[config.mk]
export PLATFORM = sky130hd
export DESIGN_NAME = bac_settings
export DESIGN_NICKNAME = d
export VERILOG_FILES = /design/src/hdl/bac_pkg.sv /design/src/hdl/bac_scale.sv /design/src/hdl/bac_alarm.sv /design/src/hdl/bac_settings.sv
export SDC_FILE = /design/constraint.sdc
export NUM_CORES = 2
export LEC_CHECK = 0
export ABC_CLOCK_PERIOD_IN_PS = 8500
export BUFFER_PORTS_ARGS = -buffer_cell sky130_fd_sc_hd__buf_2
export CAP_MARGIN = 30
export CORE_MARGIN = 2
export CORE_UTILIZATION = 28
export CTS_BUF_LIST = sky130_fd_sc_hd__clkbuf_8 sky130_fd_sc_hd__clkbuf_16
export CTS_CLUSTER_DIAMETER = 80
export CTS_CLUSTER_SIZE = 10
export DETAILED_ROUTE_END_ITERATION = 7
export GPL_ROUTABILITY_DRIVEN = 0
export RECOVER_POWER = 25
export SLEW_MARGIN = 20
export SYNTH_ARGS = -nofsm -noshare
export SYNTH_HDL_FRONTEND = slang
export SYNTH_HIERARCHICAL = 1
export SYNTH_SLANG_ARGS = --single-unit
[constraint.sdc]
create_clock -name clk -period 8.5 [get_ports clk]
set_clock_uncertainty 0.1 [all_clocks]
set_input_delay 0.425 -clock clk [delete_from_list [all_inputs] [get_ports clk]]
set_output_delay 0.425 -clock clk [all_outputs]
set_load 0.02 [all_outputs]
[src/hdl/bac_pkg.sv]
// Purpose: shared constants, settings map and carriers for the battery alarm/calibration block
// Assumes: settings bytes are delivered by the SMBus slave front end as index/data strobes
// Notes:   16-bit settings occupy two indices, low byte first
//
// Functional notes
// - bus settings byte decodes arbitration, CRC, PEC, baud.
// - overheat threshold coded as Celsius*10 plus 200.
// - overheat flag above threshold; stop-charging when charging.
// - low capacity sets status flag, optional broadcast.
// - low runtime sets status flag; default 10 minutes.
// - answer at configurable slave address, typically 0x16.
// - calibration flags: bits 7..4 per quantity, 3..0 unused.
// - current = (raw - offset - deviation)*gain/16384.
// - current offset is signed 8-bit, -128..127.
// - current scaled by 16-bit gain up to 65535.
// - thermistor temperature uses its own separate gain.
// - internal temperature sensor uses zero offset.
// - pack voltage uses 16-bit gain, signed 8-bit offset.
package bac_pkg;

	localparam int unsigned NUM_SET = 23;
	localparam int unsigned IDX_W   = 5;

	localparam logic [IDX_W-1:0] IDX_BUS_SETTINGS   = 5'h00;
	localparam logic [IDX_W-1:0] IDX_OVER_TEMP      = 5'h01;
	localparam logic [IDX_W-1:0] IDX_LOW_CAP        = 5'h03;
	localparam logic [IDX_W-1:0] IDX_LOW_RUNTIME    = 5'h05;
	localparam logic [IDX_W-1:0] IDX_SLAVE_ADDR     = 5'h07;
	localparam logic [IDX_W-1:0] IDX_CAL_FLAGS      = 5'h08;
	localparam logic [IDX_W-1:0] IDX_CUR_GAIN       = 5'h09;
	localparam logic [IDX_W-1:0] IDX_THERM_GAIN     = 5'h0B;
	localparam logic [IDX_W-1:0] IDX_INT_TEMP_GAIN  = 5'h0D;
	localparam logic [IDX_W-1:0] IDX_VPACK_GAIN     = 5'h0F;
	localparam logic [IDX_W-1:0] IDX_CUR_OFFSET     = 5'h11;
	localparam logic [IDX_W-1:0] IDX_CUR_AZ_DEV     = 5'h12;
	localparam logic [IDX_W-1:0] IDX_THERM_OFFSET   = 5'h13;
	localparam logic [IDX_W-1:0] IDX_INT_TEMP_OFF   = 5'h14;
	localparam logic [IDX_W-1:0] IDX_VPACK_OFFSET   = 5'h16;

	// typical values loaded at reset
	localparam logic [7:0]  RST_BUS_SETTINGS  = 8'h21;
	localparam logic [15:0] RST_OVER_TEMP     = 16'h02EE;
	localparam logic [15:0] RST_LOW_CAP       = 16'h01B8;
	localparam logic [15:0] RST_LOW_RUNTIME   = 16'h000A;
	localparam logic [7:0]  RST_SLAVE_ADDR    = 8'h16;
	localparam logic [7:0]  RST_CAL_FLAGS     = 8'hF0;
	localparam logic [15:0] RST_CUR_GAIN      = 16'h1ABC;
	localparam logic [15:0] RST_THERM_GAIN    = 16'h0514;
	localparam logic [15:0] RST_INT_TEMP_GAIN = 16'h5CF8;
	localparam logic [15:0] RST_VPACK_GAIN    = 16'h4E4D;
	localparam logic [7:0]  RST_CUR_OFFSET    = 8'hF4;
	localparam logic [7:0]  RST_CUR_AZ_DEV    = 8'hF4;
	localparam logic [7:0]  RST_THERM_OFFSET  = 8'hFE;
	localparam logic [15:0] RST_INT_TEMP_OFF  = 16'hD391;
	localparam logic [7:0]  RST_VPACK_OFFSET  = 8'h00;

	// bus settings fields
	localparam int unsigned BUS_ARB_V2_BIT    = 7;
	localparam int unsigned BUS_MWR_CRC_BIT   = 6;
	localparam int unsigned BUS_PEC_BIT       = 5;
	localparam int unsigned BUS_BAUD_CTRL_BIT = 4;
	localparam int unsigned BUS_BAUD_MSB      = 2;

	// calibration flags fields
	localparam int unsigned CAL_RC_OSCILLATOR_CALIBRATED_BIT     = 7;
	localparam int unsigned CAL_TEMP_BIT      = 6;
	localparam int unsigned CAL_CURRENT_BIT   = 5;
	localparam int unsigned CAL_VPACK_BIT     = 4;
	localparam logic [7:0]  CAL_USED_MASK     = 8'hF0;

	localparam int unsigned GAIN_SHIFT        = 14;
	localparam logic signed [17:0] TEMP_CODE_OFFSET = 18'sh00C8;

	localparam logic [7:0]  UNMAPPED_READ     = 8'h00;

	typedef struct packed {
		logic signed [15:0] current;
		logic signed [15:0] pack_voltage;
		logic signed [15:0] temperature;
		logic               temp_external;
	} bac_raw_t;

	typedef struct packed {
		logic signed [15:0] current_ma;
		logic signed [15:0] pack_voltage;
		logic signed [15:0] temperature;
	} bac_cal_t;

	typedef struct packed {
		logic       arb_v2;
		logic       master_wr_crc;
		logic       pec_enable;
		logic       baud_ctrl;
		logic [2:0] baud_sel;
	} bac_bus_cfg_t;

	function automatic logic [7:0] bac_reset_byte(input logic [IDX_W-1:0] idx);
		logic [7:0] v;
		v = 8'h00;
		case (idx)
			5'h00: v = RST_BUS_SETTINGS;
			5'h01: v = RST_OVER_TEMP[7:0];
			5'h02: v = RST_OVER_TEMP[15:8];
			5'h03: v = RST_LOW_CAP[7:0];
			5'h04: v = RST_LOW_CAP[15:8];
			5'h05: v = RST_LOW_RUNTIME[7:0];
			5'h06: v = RST_LOW_RUNTIME[15:8];
			5'h07: v = RST_SLAVE_ADDR;
			5'h08: v = RST_CAL_FLAGS;
			5'h09: v = RST_CUR_GAIN[7:0];
			5'h0A: v = RST_CUR_GAIN[15:8];
			5'h0B: v = RST_THERM_GAIN[7:0];
			5'h0C: v = RST_THERM_GAIN[15:8];
			5'h0D: v = RST_INT_TEMP_GAIN[7:0];
			5'h0E: v = RST_INT_TEMP_GAIN[15:8];
			5'h0F: v = RST_VPACK_GAIN[7:0];
			5'h10: v = RST_VPACK_GAIN[15:8];
			5'h11: v = RST_CUR_OFFSET;
			5'h12: v = RST_CUR_AZ_DEV;
			5'h13: v = RST_THERM_OFFSET;
			5'h14: v = RST_INT_TEMP_OFF[7:0];
			5'h15: v = RST_INT_TEMP_OFF[15:8];
			5'h16: v = RST_VPACK_OFFSET;
			default: v = 8'h00;
		endcase
		return v;
	endfunction : bac_reset_byte

	// (raw - off_a - off_b) * gain / 16384, truncated toward minus infinity
	function automatic logic signed [15:0] bac_scale_fn(
		input logic signed [15:0] raw,
		input logic signed [15:0] off_a,
		input logic signed [7:0]  off_b,
		input logic        [15:0] gain);
		logic signed [17:0] diff;
		logic signed [35:0] prod;
		diff = 18'(raw) - 18'(off_a) - 18'(off_b);
		prod = 36'(diff) * 36'($signed({1'b0, gain}));
		return prod[GAIN_SHIFT+15:GAIN_SHIFT];
	endfunction : bac_scale_fn

endpackage : bac_pkg

[src/hdl/bac_scale.sv]
// Purpose: applies stored gains and offsets to one set of raw readings
// Assumes: raw_valid is a one-cycle pulse per conversion set
// Notes:   result registered one cycle after raw_valid
`timescale 1ns/100ps
`default_nettype none
module bac_scale
	import bac_pkg::*;
(
	input  wire logic               clk,
	input  wire logic               rst,
	input  wire logic               raw_valid,
	input  wire bac_raw_t           raw,
	input  wire logic        [15:0] cur_gain,
	input  wire logic signed [7:0]  cur_offset,
	input  wire logic signed [7:0]  cur_az_dev,
	input  wire logic        [15:0] therm_gain,
	input  wire logic signed [7:0]  therm_offset,
	input  wire logic        [15:0] int_temp_gain,
	input  wire logic        [15:0] vpack_gain,
	input  wire logic signed [7:0]  vpack_offset,
	output bac_cal_t                cal,
	output logic                    cal_valid
);
	logic signed [15:0] next_temp;

	always_comb begin
		if (raw.temp_external) begin
			next_temp = bac_scale_fn(raw.temperature, 16'(therm_offset), 8'sh00, therm_gain);
		end else begin
			next_temp = bac_scale_fn(raw.temperature, 16'sh0000, 8'sh00, int_temp_gain);
		end
	end

	always_ff @(posedge clk) begin
		if (rst) begin
			cal <= '0;
		end else if (raw_valid) begin
			cal.current_ma   <= bac_scale_fn(raw.current, 16'(cur_offset), cur_az_dev,
				cur_gain);
			cal.pack_voltage <= bac_scale_fn(raw.pack_voltage, 16'(vpack_offset), 8'sh00,
				vpack_gain);
			cal.temperature  <= next_temp;
		end
	end

	always_ff @(posedge clk) begin
		if (rst) begin
			cal_valid <= 1'b0;
		end else begin
			cal_valid <= raw_valid;
		end
	end
endmodule : bac_scale
`default_nettype wire

[src/hdl/bac_alarm.sv]
// Purpose: threshold comparisons for the alarm and pack status flags
// Assumes: temperature is in 0.1 C steps; capacity and runtime from the gauge
// Notes:   flags are levels re-evaluated on every new measurement
`timescale 1ns/100ps
`default_nettype none
module bac_alarm
	import bac_pkg::*;
(
	input  wire logic               clk,
	input  wire logic               rst,
	input  wire logic               cal_valid,
	input  wire logic signed [15:0] temperature,
	input  wire logic               charging,
	input  wire logic               gauge_valid,
	input  wire logic        [15:0] remaining_capacity,
	input  wire logic        [15:0] runtime_estimate,
	input  wire logic        [15:0] over_temp_threshold,
	input  wire logic        [15:0] low_cap_threshold,
	input  wire logic        [15:0] low_runtime_threshold,
	input  wire logic               broadcast_enable,
	output logic                    overheat_flag,
	output logic                    stop_charging_flag,
	output logic                    low_capacity_flag,
	output logic                    low_runtime_flag,
	output logic                    alarm_broadcast
);
	logic signed [17:0] temp_code;
	logic               next_low_cap;

	assign temp_code    = 18'(temperature) + TEMP_CODE_OFFSET;
	assign next_low_cap = remaining_capacity <= low_cap_threshold;

	always_ff @(posedge clk) begin
		if (rst) begin
			overheat_flag      <= 1'b0;
			stop_charging_flag <= 1'b0;
		end else if (cal_valid) begin
			overheat_flag      <= temp_code > $signed({2'b00, over_temp_threshold});
			stop_charging_flag <= charging
				&& (temp_code > $signed({2'b00, over_temp_threshold}));
		end
	end

	always_ff @(posedge clk) begin
		if (rst) begin
			low_capacity_flag <= 1'b0;
			low_runtime_flag  <= 1'b0;
		end else if (gauge_valid) begin
			low_capacity_flag <= next_low_cap;
			low_runtime_flag  <= runtime_estimate <= low_runtime_threshold;
		end
	end

	// one broadcast per entry into low capacity, not one per measurement
	always_ff @(posedge clk) begin
		if (rst) begin
			alarm_broadcast <= 1'b0;
		end else begin
			alarm_broadcast <= gauge_valid && next_low_cap && !low_capacity_flag
				&& broadcast_enable;
		end
	end
endmodule : bac_alarm
`default_nettype wire

[src/hdl/bac_settings.sv]
// Purpose: battery alarm and calibration settings store with its scaling and alarms
// Assumes: the SMBus front end turns commands into byte index strobes
// Notes:   reset reloads the typical reset values and drops writes; a real part backs it with EEPROM
`timescale 1ns/100ps
`default_nettype none
module bac_settings
	import bac_pkg::*;
(
	input  wire logic               clk,
	input  wire logic               rst,
	input  wire logic [IDX_W-1:0]   set_index,
	input  wire logic [7:0]         set_wdata,
	input  wire logic               set_write,
	input  wire logic               set_read,
	output logic      [7:0]         set_rdata,
	output logic                    set_rvalid,
	input  wire logic [7:0]         rx_address_byte,
	output logic                    address_match,
	output bac_bus_cfg_t            bus_cfg,
	output logic      [3:0]         calibrated,
	input  wire logic               raw_valid,
	input  wire bac_raw_t           raw,
	output bac_cal_t                cal,
	output logic                    cal_valid,
	input  wire logic               charging,
	input  wire logic               gauge_valid,
	input  wire logic [15:0]        remaining_capacity,
	input  wire logic [15:0]        runtime_estimate,
	input  wire logic               broadcast_enable,
	output logic      [15:0]        alarm_warning_word,
	output logic      [15:0]        pack_status_word,
	output logic                    alarm_broadcast
);
	localparam int unsigned AW_OVERHEAT_BIT   = 15;
	localparam int unsigned AW_STOP_CHG_BIT   = 14;
	localparam int unsigned PS_LOW_CAP_BIT    = 9;
	localparam int unsigned PS_LOW_RUN_BIT    = 8;

	logic [7:0] store [NUM_SET];

	logic [15:0] over_temp_threshold;
	logic [15:0] low_cap_threshold;
	logic [15:0] low_runtime_threshold;
	logic [15:0] cur_gain;
	logic [15:0] therm_gain;
	logic [15:0] int_temp_gain;
	logic [15:0] vpack_gain;
	logic [7:0]  bus_byte;
	logic [7:0]  addr_byte;
	logic [7:0]  cal_byte;
	logic        overheat_flag;
	logic        stop_charging_flag;
	logic        low_capacity_flag;
	logic        low_runtime_flag;
	logic        in_range;

	function automatic logic [15:0] word_at(input logic [IDX_W-1:0] idx);
		return {store[idx + 5'h01], store[idx]};
	endfunction : word_at

	assign in_range = set_index < IDX_W'(NUM_SET);

	// settings store: writes land immediately and are used from the next measurement on
	always_ff @(posedge clk) begin
		if (rst) begin
			for (int i = 0; i < NUM_SET; i++) begin
				store[i] <= bac_reset_byte(IDX_W'(i));
			end
		end else if (set_write && in_range) begin
			if (set_index == IDX_CAL_FLAGS) begin
				store[set_index] <= set_wdata & CAL_USED_MASK;
			end else begin
				store[set_index] <= set_wdata;
			end
		end
	end

	// unmapped indices read as zero and ignore writes
	always_ff @(posedge clk) begin
		if (rst) begin
			set_rdata <= 8'h00;
		end else if (set_read) begin
			set_rdata <= in_range ? store[set_index] : UNMAPPED_READ;
		end
	end

	always_ff @(posedge clk) begin
		if (rst) begin
			set_rvalid <= 1'b0;
		end else begin
			set_rvalid <= set_read;
		end
	end

	assign bus_byte              = store[IDX_BUS_SETTINGS];
	assign addr_byte             = store[IDX_SLAVE_ADDR];
	assign cal_byte              = store[IDX_CAL_FLAGS];
	assign over_temp_threshold   = word_at(IDX_OVER_TEMP);
	assign low_cap_threshold     = word_at(IDX_LOW_CAP);
	assign low_runtime_threshold = word_at(IDX_LOW_RUNTIME);
	assign cur_gain              = word_at(IDX_CUR_GAIN);
	assign therm_gain            = word_at(IDX_THERM_GAIN);
	assign int_temp_gain         = word_at(IDX_INT_TEMP_GAIN);
	assign vpack_gain            = word_at(IDX_VPACK_GAIN);

	always_ff @(posedge clk) begin
		if (rst) begin
			bus_cfg <= '0;
		end else begin
			bus_cfg.arb_v2        <= bus_byte[BUS_ARB_V2_BIT];
			bus_cfg.master_wr_crc <= bus_byte[BUS_MWR_CRC_BIT];
			bus_cfg.pec_enable    <= bus_byte[BUS_PEC_BIT];
			bus_cfg.baud_ctrl     <= bus_byte[BUS_BAUD_CTRL_BIT];
			bus_cfg.baud_sel      <= bus_byte[BUS_BAUD_MSB:0];
		end
	end

	// the setting holds the 8-bit write form of the address; the r/w bit is not compared
	always_ff @(posedge clk) begin
		if (rst) begin
			address_match <= 1'b0;
		end else begin
			address_match <= rx_address_byte[7:1] == addr_byte[7:1];
		end
	end

	always_ff @(posedge clk) begin
		if (rst) begin
			calibrated <= 4'h0;
		end else begin
			calibrated <= {cal_byte[CAL_RC_OSCILLATOR_CALIBRATED_BIT], cal_byte[CAL_TEMP_BIT],
				cal_byte[CAL_CURRENT_BIT], cal_byte[CAL_VPACK_BIT]};
		end
	end

	// the stored internal temperature offset is kept but not applied
	bac_scale u_scale (
		.clk           (clk),
		.rst           (rst),
		.raw_valid     (raw_valid),
		.raw           (raw),
		.cur_gain      (cur_gain),
		.cur_offset    (store[IDX_CUR_OFFSET]),
		.cur_az_dev    (store[IDX_CUR_AZ_DEV]),
		.therm_gain    (therm_gain),
		.therm_offset  (store[IDX_THERM_OFFSET]),
		.int_temp_gain (int_temp_gain),
		.vpack_gain    (vpack_gain),
		.vpack_offset  (store[IDX_VPACK_OFFSET]),
		.cal           (cal),
		.cal_valid     (cal_valid)
	);

	bac_alarm u_alarm (
		.clk                   (clk),
		.rst                   (rst),
		.cal_valid             (cal_valid),
		.temperature           (cal.temperature),
		.charging              (charging),
		.gauge_valid           (gauge_valid),
		.remaining_capacity    (remaining_capacity),
		.runtime_estimate      (runtime_estimate),
		.over_temp_threshold   (over_temp_threshold),
		.low_cap_threshold     (low_cap_threshold),
		.low_runtime_threshold (low_runtime_threshold),
		.broadcast_enable      (broadcast_enable),
		.overheat_flag         (overheat_flag),
		.stop_charging_flag    (stop_charging_flag),
		.low_capacity_flag     (low_capacity_flag),
		.low_runtime_flag      (low_runtime_flag),
		.alarm_broadcast       (alarm_broadcast)
	);

	always_comb begin
		alarm_warning_word                  = 16'h0000;
		alarm_warning_word[AW_OVERHEAT_BIT] = overheat_flag;
		alarm_warning_word[AW_STOP_CHG_BIT] = stop_charging_flag;
		pack_status_word                    = 16'h0000;
		pack_status_word[PS_LOW_CAP_BIT]    = low_capacity_flag;
		pack_status_word[PS_LOW_RUN_BIT]    = low_runtime_flag;
	end
endmodule : bac_settings
`default_nettype wire

==> impl_metrics.json <==
{
  "cp-startpoint": "store[22][7]",
  "crit_fanout": 8,
  "clk_pin_slew_ns": 0.06,
  "synth_top_area_share_pct": 37.1,
  "ant_nets": 0,
  "grt_max_degree": 70,
  "die_h_um": 433,
  "ys_top_cells_by_area": "fa_1 37%, edfxtp_1 11%, ha_1 10%",
  "fmax_mhz": 120,
  "setup_viol": 0,
  "cts.sinks": 267,
  "drcViolationCount": 0,
  "yosysSeqAreaShare_pct": 14.1,
  "grt_pass1_vias": 41130,
  "rr_startpoint": "store[22][7]",
  "clock_latency_ns": 0.56,
  "cp_data_required_time_ns": 8.80,
  "cts_buffers": 35,
  "critical_path_class": "flop to flop",
  "io_buffers": 183,
  "wl_um": 158000,
  "synth_cell_type_count": 92,
  "synthArstFlopShare_pct": 0,
  "seqCellArea_um2": 7270,
  "arrival_ns": 8.61,
  "clockBufferDepth": 3,
  "synth_edf_count": 192,
  "drt_iter0_markers": 2476,
  "hold_viol_final": 0,
  "final_nets": 7400,
  "coreArea_um2": 183000,
  "grt_first_pass_wirelength_um": 241000,
  "die-area_um2": 188000,
  "dp_hpwl_um": 128000,
  "ys.flop_type": "edfxtp_1",
  "yosysWarnings": 6,
  "start_util_pct": 28.2,
  "worst_hold_path_type": "input pin to flop",
  "area.growth.synth_to_final_pct": 14.7,
  "drv_slew": 75,
  "synthCells": 5569,
  "worst_pin_slew_ns": 1.80,
  "routedWlPerCell_um": 18.8,
  "status": "complete, but fails checks",
  "hold_path_startpoint": "gauge_valid",
  "setup_tns_ns": 0,
  "rsz0062_at_grt": "yes",
  "cp_slowest_stage_delay_ns": 0.60,
  "synth_area_um2": 51600,
  "cp-start-kind": "flop",
  "dr.pass1.iters": 5,
  "grt_overflow": 0,
  "grt_usage_pct": 16.7,
  "endpoint_kind": "flop",
  "num_vias": 38818,
  "cp_common_cell": "fa_1",
  "relSlewSlack_pct": -20.1,
  "setup_slack_ns": 0.196,
  "fin_crit_sh_pct": 97.7,
  "layout-drive-gt1-share_pct": 12.7,
  "multiInputGateArea_um2": 39400,
  "die_w_um": 433,
  "rows": 157,
  "clockRootBuffer": "clkbuf_16",
  "synth.avg_cell_area_um2": 9.27,
  "cts_tree": "done",
  "synth-seq-cells": 267,
  "via_per_inst": 4.63,
  "yosysTopAreaCell": "fa_1",
  "maxCapViolCount": 3,
  "cpMaxStageDelayCell": "fa_1",
  "io_pins": 213,
  "post-route-min-period_ns": 8.30,
  "htreeDepth": 2,
  "failed_checks": "capacitance limit, slew limit",
  "antenna_found_initial": 8,
  "fillers": 18983,
  "place_ws_ns": -0.375
}
-- logic make-up (layout without fill, tap and decap cells) --
group	Yosys count	in the layout	share of synthesized area [%]
DFF	267	267	14.1
buffers and inverters	1529	1847	11.5
other	1	43	0.00726
AOI/OAI and AO/OA	395	395	5.11
adders and majority gates	1388	1388	47.6
and+or+nand+nor	1702	1702	16.3
muxes	112	112	2.34
xor gates and xnor gates	175	175	3.04
-- routing by layer --
metal  vias to the layer above  GRT usage [%]  share of wire (%)
met3                       235           1.50                4.8
li1                      17543              -                  -
met2                      1169           29.0                 49
met1                     19871           21.1                 41
met4                         0           7.56                5.3
met5                         -              0                  0
-- repair_timing --
item	in CTS	in global routing
hold endpoints to repair	1	0
hold buffers	1	0
pin swaps	6	157
gates cloned	0	2
setup endpoints to repair	14	32
gates resized for setup	17	178
buffers inserted	4	38
-- stage by stage --
step,util (%),instance area (µm²),cells,hold WS [ns]
5_1_grt,32.3,59200,8392,0.0764
3_3_place_gp,31.0,56800,8277,0.332
4_1_cts,31.7,58000,8345,0.0456
3_5_place_dp,31.0,56800,8279,0.335
6_report,32.3,59200,8393,0.0735
2_1_floorplan,-,51800,5608,0.328
-- worst max-delay path: cells and delay by family (launching register included) --
family | cells | cell delay [ns]
buffers and inverters | 9 | 1.01
AND/OR/NAND/NOR | 6 | 1.03
adder cells (fa/ha/maj) | 8 | 3.91
XOR/XNOR | 1 | 0.12
flip-flops | 1 | 0.52
AO/OA/AOI/OAI | 10 | 1.47
-- sequential cells by signal (all words and copies together), names as in the netlist --
name                        flops
u_scale/cal_valid               1
address_match                   1
u_alarm/overheat_flag           1
u_alarm/alarm_broadcast         1
u_alarm/low_capacity_flag       1
bus_cfg                         7
u_scale/cal                    48
u_alarm/stop_charging_flag      1
calibrated                      4
set_rdata                       8
u_alarm/low_runtime_flag        1
set_rvalid                      1
store                         192
-- cells in the final DEF, fill, tap and decap left out, types with 114 or more instances in the layout --
master	instances
inv_1	1265
buf_2	179
fa_1	948
ha_1	405
buf_4	310
and2_1	433
nand2_1	688
nor2_1	188
edfxtp_1	192
xnor2_1	114
-- synthesized netlist by cell type, types with 75 or more instances --
cell / n
inv_1: 1269
fa_1: 958
nand2_1: 691
and2_1: 442
ha_1: 430
nor2_1: 196
clkbuf_1: 192
edfxtp_1: 192
xnor2_1: 128
mux2i_1: 104
a21oi_1: 95
dfxtp_1: 75
-- cell type report --
class	count	share of cell area, %
Antenna cell	3	0.0127
Inverter	1270	8.05
Sequential cell	267	12.3
Timing Repair Buffer	516	6.08
Clock buffer	35	1.48
Tap cell	2464	5.21
Clock inverter	26	0.306
Multi-Input combinational cell	3812	66.6
-- path summary, 6_finish.rpt --
kind	endpoint	slack, ns	cells after the start
max	u_scale/cal[29]	0.20	34
max reg2reg	u_scale/cal[29]	0.20	34
min reg2reg	u_alarm/overheat_flag	0.35	1
min	u_alarm/low_runtime_flag	0.07	2
Power is left out: the tool's default activity adds up to more than one toggle a clock period on the data nets, which glitch-free logic cannot reach.
